[src/rtl/fetx_pkg.sv]
/*
  fetx_pkg: shared constants, types and the 4B/5B data map for the
  fast ethernet transmit encoder.
  Assumes one clock domain; one line bit leaves per clock cycle.
*/
package fetx_pkg;

  // ----------------------------------------------------------------
  // timing
  // ----------------------------------------------------------------
  localparam int FETX_CLK_PERIOD_NS = 25;
  localparam int FETX_LINE_RATE_MBPS = 125; // nominal line rate, one bit per cycle here
  localparam int FETX_SYM_BITS = 5;
  localparam logic [2:0] FETX_BIT_LAST = 3'(FETX_SYM_BITS - 1);
  localparam logic [2:0] FETX_BIT_RST = 3'h0;

  // ----------------------------------------------------------------
  // code-groups
  // ----------------------------------------------------------------
  localparam logic [4:0] FETX_CODE_J = 5'h18;
  localparam logic [4:0] FETX_CODE_K = 5'h11;
  localparam logic [4:0] FETX_CODE_T = 5'h0D;
  localparam logic [4:0] FETX_CODE_R = 5'h07;
  localparam logic [4:0] FETX_CODE_IDLE = 5'h1F;
  localparam logic [4:0] FETX_CODE_HALT = 5'h04;
  localparam logic [4:0] FETX_CODE_LPI = 5'h00;
  localparam logic [3:0] FETX_NIB_LPI = 4'h1;

  // ----------------------------------------------------------------
  // scrambler
  // ----------------------------------------------------------------
  localparam int FETX_LFSR_W = 11;
  localparam int FETX_LFSR_TAP = 8; // x^9 term, counting from bit 0
  localparam logic [10:0] FETX_LFSR_SEED = 11'h7FF;

  // one nibble from the mac with its qualifiers
  typedef struct packed {
    logic en;
    logic er;
    logic [3:0] d;
  } fetx_mii_s;

  localparam int FETX_MII_W = $bits(fetx_mii_s);

  // transmit sequencer states
  typedef enum logic [2:0] {
    FETX_IDLE,
    FETX_SENT_J,
    FETX_DATA,
    FETX_SENT_T
  } fetx_state_e;

  // nibble to data code-group
  function automatic logic [4:0] fetx_enc(input logic [3:0] nib);
    logic [4:0] c;
    c = 5'h1E;
    unique case (nib)
      4'h0: c = 5'h1E;
      4'h1: c = 5'h09;
      4'h2: c = 5'h14;
      4'h3: c = 5'h15;
      4'h4: c = 5'h0A;
      4'h5: c = 5'h0B;
      4'h6: c = 5'h0E;
      4'h7: c = 5'h0F;
      4'h8: c = 5'h12;
      4'h9: c = 5'h13;
      4'hA: c = 5'h16;
      4'hB: c = 5'h17;
      4'hC: c = 5'h1A;
      4'hD: c = 5'h1B;
      4'hE: c = 5'h1C;
      4'hF: c = 5'h1D;
    endcase
    return c;
  endfunction : fetx_enc

  // true for the unused patterns, never legal on the wire
  function automatic logic fetx_is_unused(input logic [4:0] c);
    return (c == 5'h01) || (c == 5'h02) || (c == 5'h03) || (c == 5'h05) ||
           (c == 5'h06) || (c == 5'h08) || (c == 5'h0C) || (c == 5'h10) ||
           (c == 5'h19);
  endfunction : fetx_is_unused

endpackage : fetx_pkg

[src/rtl/fetx_buf2.sv]
/*
  fetx_buf2: small valid/ready buffer in front of the encoder.
  Assumes a single clock and a synchronous active-low reset.
*/
`timescale 1ns/10ps
module fetx_buf2 #(
  parameter int W = 8,
  parameter int DEPTH = 2
) (
  input wire logic clk,
  input wire logic nrst,
  input wire logic in_valid,
  output logic in_ready,
  input wire logic [W-1:0] in_data,
  output logic out_valid,
  input wire logic out_ready,
  output logic [W-1:0] out_data
);

  localparam int AW = $clog2(DEPTH);

  // ----------------------------------------------------------------
  // structure check
  // ----------------------------------------------------------------
  if (DEPTH < 2 || (DEPTH & (DEPTH - 1)) != 0) begin : g_bad_depth
    $error("fetx_buf2 depth must be a power of two of at least 2");
  end

  logic [W-1:0] mem_r [DEPTH];
  logic [AW:0] wp_r, wp_nxt, rp_r, rp_nxt;
  logic push, pop;

  // full when pointers differ only in the wrap bit
  always_comb
  begin
    in_ready = !((wp_r[AW] != rp_r[AW]) && (wp_r[AW-1:0] == rp_r[AW-1:0]));
    out_valid = (wp_r != rp_r);
    out_data = mem_r[rp_r[AW-1:0]];
    push = in_valid && in_ready;
    pop = out_valid && out_ready;
    wp_nxt = push ? wp_r + 1'b1 : wp_r;
    rp_nxt = pop ? rp_r + 1'b1 : rp_r;
  end

  // storage has no reset; only slots inside the pointers are read
  always_ff @(posedge clk)
  begin
    if (push)
    begin
      mem_r[wp_r[AW-1:0]] <= in_data;
    end
  end

  // pointer registers
  always_ff @(posedge clk)
  begin
    if (!nrst)
    begin
      wp_r <= '0;
      rp_r <= '0;
    end
    else
    begin
      wp_r <= wp_nxt;
      rp_r <= rp_nxt;
    end
  end

endmodule : fetx_buf2

[src/rtl/fetx_encoder.sv]
/*
  fetx_encoder: 100 Mb/s transmit path - 4B/5B encoder with delimiter
  injection, 11-bit scrambler with bypass, NRZI and MLT-3 split.
  Assumes the mac drives nibbles on clk with valid/ready, config
  inputs are quasi-static and on clk, and line bits leave one per cycle.
*/
// Behaviour
// - map each nibble to its data code-group
// - start of frame sends J then K
// - later preamble and data nibbles are encoded
// - enable drop sends T then R
// - idle code-groups fill gaps between frames
// - halt code-group marks transmit error
// - error without enable, nibble 0001, sends LPI
// - control codes other than halt, or unused codes, in data flagged
// - scramble stream with closed-loop 11-bit LFSR
// - scrambler can be bypassed
// - NRZI encoding always applied, never bypassed
// - NRZI split into two alternating drive streams
// - copper output is MLT-3 only
// - full MLT-3 drive on both lines selectable
// - five line bits per nibble time
// - sequencing follows the standard transmit machine
// - fibre mode skips scrambler and MLT-3
`timescale 1ns/10ps
module fetx_encoder #(
  parameter int BUF_DEPTH = 2
) (
  input wire logic clk,
  input wire logic nrst,
  input wire logic mac_valid,
  output logic mac_ready,
  input wire fetx_pkg::fetx_mii_s mac_word,
  input wire logic cfg_scr_bypass,
  input wire logic cfg_fx_mode,
  input wire logic cfg_full_mlt3,
  output logic line_p,
  output logic line_n,
  output logic tx_active,
  output logic code_err
);

  // ----------------------------------------------------------------
  // input buffer
  // ----------------------------------------------------------------
  logic buf_valid;
  logic [fetx_pkg::FETX_MII_W-1:0] buf_data;
  logic sym_tick;
  fetx_pkg::fetx_mii_s w;

  // drained only at symbol boundaries, so a fast mac really stalls
  fetx_buf2 #(
    .W(fetx_pkg::FETX_MII_W),
    .DEPTH(BUF_DEPTH)
  ) u_buf (
    .clk(clk),
    .nrst(nrst),
    .in_valid(mac_valid),
    .in_ready(mac_ready),
    .in_data(mac_word),
    .out_valid(buf_valid),
    .out_ready(sym_tick),
    .out_data(buf_data)
  );

  // an empty buffer reads as a quiet nibble (no enable, no error)
  always_comb
  begin
    w = buf_valid ? fetx_pkg::fetx_mii_s'(buf_data) : '0;
  end

  // ----------------------------------------------------------------
  // code-group sequencer
  // ----------------------------------------------------------------
  fetx_pkg::fetx_state_e state_r, state_nxt;
  logic [4:0] sym_r, sym_nxt;
  logic [2:0] bit_r, bit_nxt;
  logic err_r, err_nxt;

  assign sym_tick = (bit_r == fetx_pkg::FETX_BIT_LAST);

  // one code-group per five cycles; state only moves at the boundary
  always_comb
  begin
    state_nxt = state_r;
    sym_nxt = sym_r;
    err_nxt = 1'b0;
    bit_nxt = sym_tick ? fetx_pkg::FETX_BIT_RST : bit_r + 3'h1;
    if (sym_tick)
    begin
      unique case (state_r)
        fetx_pkg::FETX_IDLE:
        begin
          if (w.en)
          begin
            sym_nxt = fetx_pkg::FETX_CODE_J;
            state_nxt = fetx_pkg::FETX_SENT_J;
          end
          else if (w.er && w.d == fetx_pkg::FETX_NIB_LPI)
          begin
            sym_nxt = fetx_pkg::FETX_CODE_LPI;
          end
          else
          begin
            sym_nxt = fetx_pkg::FETX_CODE_IDLE;
          end
        end
        fetx_pkg::FETX_SENT_J:
        begin
          // second preamble nibble is swallowed by K
          sym_nxt = fetx_pkg::FETX_CODE_K;
          state_nxt = fetx_pkg::FETX_DATA;
        end
        fetx_pkg::FETX_DATA:
        begin
          if (!w.en)
          begin
            sym_nxt = fetx_pkg::FETX_CODE_T;
            state_nxt = fetx_pkg::FETX_SENT_T;
          end
          else if (w.er)
          begin
            sym_nxt = fetx_pkg::FETX_CODE_HALT;
          end
          else
          begin
            sym_nxt = fetx_pkg::fetx_enc(w.d);
          end
        end
        fetx_pkg::FETX_SENT_T:
        begin
          // the mac's gap keeps enable low here; a nibble taken now is dropped
          sym_nxt = fetx_pkg::FETX_CODE_R;
          state_nxt = fetx_pkg::FETX_IDLE;
        end
      endcase
      // flag anything in a data slot that is not a data or halt code
      err_nxt = (state_r == fetx_pkg::FETX_DATA) && w.en &&
                (fetx_pkg::fetx_is_unused(sym_nxt) ||
                 (!w.er && sym_nxt != fetx_pkg::fetx_enc(w.d)));
    end
  end

  // sequencer registers
  always_ff @(posedge clk)
  begin
    if (!nrst)
    begin
      state_r <= fetx_pkg::FETX_IDLE;
      sym_r <= fetx_pkg::FETX_CODE_IDLE;
      bit_r <= fetx_pkg::FETX_BIT_RST;
      err_r <= 1'b0;
    end
    else
    begin
      state_r <= state_nxt;
      sym_r <= sym_nxt;
      bit_r <= bit_nxt;
      err_r <= err_nxt;
    end
  end

  assign code_err = err_r;
  assign tx_active = (state_r != fetx_pkg::FETX_IDLE);

  // ----------------------------------------------------------------
  // scrambler, nrzi and mlt-3 line stage
  // ----------------------------------------------------------------
  logic code_bit, key_bit, scr_bit;
  logic [fetx_pkg::FETX_LFSR_W-1:0] lfsr_r, lfsr_nxt;
  logic nrzi_r, nrzi_nxt;
  logic phase_r, phase_nxt;
  logic p_r, p_nxt, n_r, n_nxt;
  logic mlt_p, mlt_n;

  // msb of the code-group leaves first
  always_comb
  begin
    code_bit = sym_r[3'(fetx_pkg::FETX_BIT_LAST - bit_r)];
    key_bit = lfsr_r[fetx_pkg::FETX_LFSR_W-1] ^ lfsr_r[fetx_pkg::FETX_LFSR_TAP];
    // fibre needs plain code-groups, so it overrides the bypass bit
    scr_bit = (cfg_scr_bypass || cfg_fx_mode) ? code_bit : code_bit ^ key_bit;
    // closed loop: lfsr runs free of the data, so it never locks at zero
    lfsr_nxt = {lfsr_r[fetx_pkg::FETX_LFSR_W-2:0], key_bit};
    nrzi_nxt = nrzi_r ^ scr_bit;
    // polarity flips each time a high run ends, so ones alternate lines
    phase_nxt = (nrzi_r && !nrzi_nxt) ? !phase_r : phase_r;
    mlt_p = nrzi_nxt && !phase_r;
    mlt_n = nrzi_nxt && phase_r;
    if (cfg_fx_mode)
    begin
      p_nxt = nrzi_nxt;
      n_nxt = !nrzi_nxt;
    end
    else if (cfg_full_mlt3)
    begin
      // both lines driven every bit: zero level shows as 1/1
      p_nxt = !mlt_n;
      n_nxt = !mlt_p;
    end
    else
    begin
      // no plain binary choice exists on copper
      p_nxt = mlt_p;
      n_nxt = mlt_n;
    end
  end

  // line registers
  always_ff @(posedge clk)
  begin
    if (!nrst)
    begin
      lfsr_r <= fetx_pkg::FETX_LFSR_SEED;
      nrzi_r <= 1'b0;
      phase_r <= 1'b0;
      p_r <= 1'b0;
      n_r <= 1'b0;
    end
    else
    begin
      lfsr_r <= lfsr_nxt;
      nrzi_r <= nrzi_nxt;
      phase_r <= phase_nxt;
      p_r <= p_nxt;
      n_r <= n_nxt;
    end
  end

  assign line_p = p_r;
  assign line_n = n_r;

  // ----------------------------------------------------------------
  // checks
  // ----------------------------------------------------------------
  chk_start_delim_pair: assert property (
    @(posedge clk) disable iff (!nrst)
    (sym_tick && state_r == fetx_pkg::FETX_IDLE && w.en)
    |=> (sym_r == fetx_pkg::FETX_CODE_J) ##5 (sym_r == fetx_pkg::FETX_CODE_K))
    else $error("start delimiter J/K not sent");

  chk_data_nibble_map: assert property (
    @(posedge clk) disable iff (!nrst)
    (sym_tick && state_r == fetx_pkg::FETX_DATA && w.en && !w.er)
    |=> (sym_r == fetx_pkg::fetx_enc($past(w.d))))
    else $error("data nibble mapped to wrong code-group");

  chk_data_after_k: assert property (
    @(posedge clk) disable iff (!nrst)
    (sym_tick && state_r == fetx_pkg::FETX_SENT_J)
    |=> (state_r == fetx_pkg::FETX_DATA) [*5])
    else $error("sequencer left data phase after K");

  chk_end_delim_pair: assert property (
    @(posedge clk) disable iff (!nrst)
    (sym_tick && state_r == fetx_pkg::FETX_DATA && !w.en)
    |=> (sym_r == fetx_pkg::FETX_CODE_T) ##5 (sym_r == fetx_pkg::FETX_CODE_R))
    else $error("end delimiter T/R not sent");

  chk_idle_fill: assert property (
    @(posedge clk) disable iff (!nrst)
    (sym_tick && state_r == fetx_pkg::FETX_IDLE && !w.en && !w.er)
    |=> (sym_r == fetx_pkg::FETX_CODE_IDLE))
    else $error("gap not filled with idle");

  chk_halt_on_error: assert property (
    @(posedge clk) disable iff (!nrst)
    (sym_tick && state_r == fetx_pkg::FETX_DATA && w.en && w.er)
    |=> (sym_r == fetx_pkg::FETX_CODE_HALT) && (state_r == fetx_pkg::FETX_DATA))
    else $error("transmit error did not send halt");

  chk_lpi_code: assert property (
    @(posedge clk) disable iff (!nrst)
    (sym_tick && state_r == fetx_pkg::FETX_IDLE && !w.en && w.er &&
     w.d == fetx_pkg::FETX_NIB_LPI)
    |=> (sym_r == fetx_pkg::FETX_CODE_LPI))
    else $error("low-power idle not coded");

  chk_no_bad_code: assert property (
    @(posedge clk) disable iff (!nrst)
    !fetx_pkg::fetx_is_unused(sym_r) && !code_err)
    else $error("invalid code-group on the wire");

  chk_scr_bypass: assert property (
    @(posedge clk) disable iff (!nrst)
    (cfg_scr_bypass || cfg_fx_mode) |=> (nrzi_r != $past(nrzi_r)) == $past(code_bit))
    else $error("bypassed stream was altered");

  chk_nrzi_follow: assert property (
    @(posedge clk) disable iff (!nrst)
    1'b1 |=> (nrzi_r ^ $past(nrzi_r)) == $past(scr_bit))
    else $error("nrzi level does not follow stream");

  chk_mlt3_lines: assert property (
    @(posedge clk) disable iff (!nrst)
    (!cfg_fx_mode && !cfg_full_mlt3) |=> !(line_p && line_n) && (line_p || line_n) == $past(nrzi_nxt))
    else $error("copper lines not mlt-3");

  chk_lfsr_alive: assert property (
    @(posedge clk) disable iff (!nrst)
    (lfsr_r != '0) && (lfsr_nxt[0] == (lfsr_r[10] ^ lfsr_r[8])))
    else $error("scrambler stuck or wrong taps");

  chk_symbol_rate: assert property (
    @(posedge clk) disable iff (!nrst)
    sym_tick |=> !sym_tick [*4] ##1 sym_tick)
    else $error("symbol boundary not every five bits");

endmodule : fetx_encoder

[config.mk]
export PLATFORM = sky130hd
export DESIGN_NAME = fetx_encoder
export DESIGN_NICKNAME = d
export VERILOG_FILES = /design/src/rtl/fetx_pkg.sv /design/src/rtl/fetx_buf2.sv /design/src/rtl/fetx_encoder.sv
export SDC_FILE = /design/constraint.sdc
export NUM_CORES = 1
export LEC_CHECK = 0
export BUFFER_PORTS_ARGS = -buffer_cell sky130_fd_sc_hd__clkbuf_2
export CAP_MARGIN = 0
export CORE_UTILIZATION = 54
export CTS_CLUSTER_DIAMETER = 150
export CTS_CLUSTER_SIZE = 10
export DETAILED_ROUTE_END_ITERATION = 7
export GPL_TIMING_DRIVEN = 0
export HOLD_SLACK_MARGIN = 0.03
export PLACE_DENSITY = 0.8
export SLEW_MARGIN = 20
export SYNTH_ARGS = -nofsm -noshare
export SYNTH_HDL_FRONTEND = slang
export SYNTH_SLANG_ARGS = --single-unit
[constraint.sdc]
create_clock -name clk -period 2.4 [get_ports clk]
set_clock_uncertainty 0.1 [all_clocks]
set_input_delay 0.24 -clock clk [delete_from_list [all_inputs] [get_ports clk]]
set_output_delay 0.24 -clock clk [all_outputs]
set_load 0.02 [all_outputs]
==> summary.txt <==
Synthesis
  – Most common cell in the netlist: dfxtp_1
  – Synth cell types: 64
  – Seq/Total Area, Yosys: 0.4279
  – Synth cell count leaders: dfxtp_1, nand2_1, nor2_1
  – EDFF count, synth: 12
  – Synth Instances: 227
  – Synth Warn #: 0
  – Fraction of registers with async set/reset: 0
  – Largest cells by area after synthesis: dfxtp_1, edfxtp_1, ha_1
  – Top_reg_cell synth: dfxtp_1
  – Syn Area/Cell: 10.10 um^2
  – Synth top area share: 0.2707
  – Yosys reg bits: 43
  – Syn nets: 247
  – Synthesized area: 2292 um^2
  – Area leader, netlist: dfxtp_1

Routing
  – Antenna viol nets, final: 0
  – Routed wire length: 5315 um
  – Post-DR wirelength/cell: 16.51 um
  – Initial drt markers: 189
  – Vias/cell: 5.820
  – Via Count: 1874
  – Drt first pass iters: 4
  – DRC Markers: 0

CTS
  – Clock insertion delay at the later pin of the skew report: 0.31 ns
  – TritonCTS buffer count: 5
  – Root Buffer: clkbuf_8
  – Max clock buf depth: 2
  – # clock sinks: 43
  – Clock Pin Slew Worst Setup and Hold Paths: 0.09 ns
  – Htree depth: 2
  – CTS tree: built

GRT
  – Total track usage: 0.2425
  – Global-route wire length before repair: 7969 um
  – Vias in the first global route: 1772
  – Largest net degree at the start of global routing: 16
  – Initial antenna violation count: 0
  – Gr ovfl total: 0

Die
  – Initial Util: 0.5689
  – Chip width: 67.15 um
  – Die Span Y: 67.15 um
  – Row count: 23
  – I/O pins: 17
  – Total Die Area: 4509 um^2
  – Core Region: 4029 um^2

Timing
  – Post-route minimum period: 2.491 ns
  – Fin. max-slew vios: 0
  – Final period utilization: 1.038
  – Min Hold Slack: 0.04599 ns
  – F_max: 401.5 MHz
  – Slew @ Worst Pin: 0.5939 ns
  – Fin worst setup slack: -0.09060 ns
  – RSZ-0062 raised after global routing: yes
  – Fin. Hold Viols: 0
  – Count of final setup violators: 1
  – Max-slew headroom: 0.6026

Setup path
  – Critical Path Most Common Cell: buf_6
  – Startpoint class of the critical path: flip-flop
  – Crit. End Element: flip-flop
  – Slowest cell on the critical path: a2111oi_4
  – CP Data Arrival Time: 2.57 ns
  – Crit-path cells: buf_6 -> buf_6 -> and3b_1 -> o22a_1 -> o21a_4 -> nor3_1 -> o311ai_2 -> a2111oi_4 -> o32ai_2
  – WS Path Type: reg -> reg
  – Crit path largest cell delay: 0.42 ns
  – Worst EP required: 2.48 ns
  – Crit Path Max Fanout: 8

Power and ir drop
  – PD cells: 647.2 nW/um^2
  – Lkg Pwr: 0.001077 uW
  – Max VDD drop: 0.4791 mV
  – Pwr Total: 1846 uW

Run status
  – Violated checks: setup timing
  – Outcome: finished, violations left

Flow run
  – # Max-Cap Violations: 0

Cells and area
  – Antenna Cells: 0
  – Layout Cells excl Fill: 322
  – Final Instance Area: 2851 um^2
  – Share of cells above drive strength 1: 0.2831
  – P&R area growth vs syn: 24.40%
  – Final net count: 291

Placed design
  – Dpl cells: 293
  – IO buf count: 16
  – Post-placement cell area: 2435 um^2
  – Placement Setup Slack: -0.3064 ns
  – HPWL Detailed: 3298 um
  – RD Place Congestion: 0.9580

Hold path
  – Hold Path Class: in -> reg
==> power breakdown <==
part | internal, uW | total, uW | leakage, uW | switching (uW)
registers | 807 | 848 | 0.000366 | 40.7
clock network | 273 | 538 | 0.0000569 | 264
logic | 201 | 460 | 0.000654 | 259
==> per-stage QoR <==
step | setup TNS (ns) | util
6_report | -0.09060 | 0.7078
5_1_grt | -0.5270 | 0.7078
4_1_cts | -0.02480 | 0.6724
3_5_place_dp | -0.3727 | 0.6043
3_3_place_gp | -0.3215 | 0.6043
2_1_floorplan | 0 | -
==> area by class of cell <==
cell class	instances	area, um^2
Buffer	8	52.55
Clock buffer	6	93.84
Sequential cell	43	983.4
Fill cell	299	1177
Clock inverter	2	17.52
Tap cell	50	62.56
Inverter	9	33.78
Multi-Input combinational cell	166	1346
Timing Repair Buffer	38	261.5
==> worst paths after layout <==
check                            startpoint  cells past startpoint  slack, ns           endpoint
worst max-delay path              flip-flop                      9      -0.09           code_err
worst min-delay path            mac_word[3]                      1       0.05  u_buf.mem_r[1][3]
worst max register to register    flip-flop                      9      -0.09           code_err
worst min register to register    lfsr_r[0]                      1       0.31          lfsr_r[1]
==> critical path, delay by kind of cell, from the launching register on <==
| family | cells | cell delay (ns) |
|---|---|---|
| AO/OA/AOI/OAI | 5 | 1.25 |
| flip-flops | 1 | 0.33 |
| AND/OR/NAND/NOR | 2 | 0.43 |
| buffers and inverters | 2 | 0.26 |
==> routing by layer <==
metal,track usage,share of wire,vias to the layer above,routed length [um]
li1,-,-,906,-
met1,0.2868,0.41,896,2194
met2,0.4313,0.51,62,2712
met3,0.05068,0.058,10,307
met4,0.08511,0.019,0,100
met5,0,0,-,0
==> logic make-up (layout without fill, tap and decap cells) <==
kind of cell	count (synthesis)	count (layout)	share of synthesized area
AO/OA/AOI/OAI	53	53	0.1878
multiplexers	10	10	0.05240
buffers and inverters	18	63	0.03821
adder cells (fa/ha/maj)	8	8	0.04367
AND/OR/NAND/NOR	80	80	0.1894
flip-flops	43	43	0.4280
XOR/XNOR	15	15	0.06059
==> registers in the layout, indices dropped and copies added (netlist names), named ones only <==
name and count:
bit_r 3, code_err 1, lfsr_r 11, line_n 1, line_p 1, nrzi_r 1
phase_r 1, state_r 2, sym_r 5, u_buf.mem_r 12, u_buf.rp_r 2, u_buf.wp_r 2
==> cell usage in the layout, fill, tap and decap left out, types with 3 or more instances in the layout <==
| cell type | instances |
|---|---|
| xnor2_1 | 10 |
| nor2b_1 | 4 |
| a21oi_1 | 8 |
| nand2b_1 | 13 |
| nand2_1 | 17 |
| clkbuf_1 | 4 |
| xor2_1 | 3 |
| nor3_1 | 5 |
| and2_1 | 7 |
| ha_1 | 6 |
| nand3_1 | 4 |
| mux2i_1 | 5 |
| dlygate4sd3_1 | 5 |
| buf_6 | 3 |
| clkbuf_2 | 16 |
| inv_1 | 8 |
| clkbuf_8 | 5 |
| o211ai_1 | 4 |
| o21ai_0 | 8 |
| buf_4 | 18 |
| edfxtp_1 | 12 |
| dfxtp_1 | 29 |
| nor2_1 | 14 |
==> timing repair <==
action / 4_1_cts / 5_1_grt
gates resized for setup: 11 / 19
hold buffers: 5 / 0
pin swaps: 5 / 8
endpoints found under the hold margin: 10 / 0
setup buffers: 8 / 9
setup endpoints to repair: 3 / 4
Note: power is estimated with default switching activity, not from simulation.
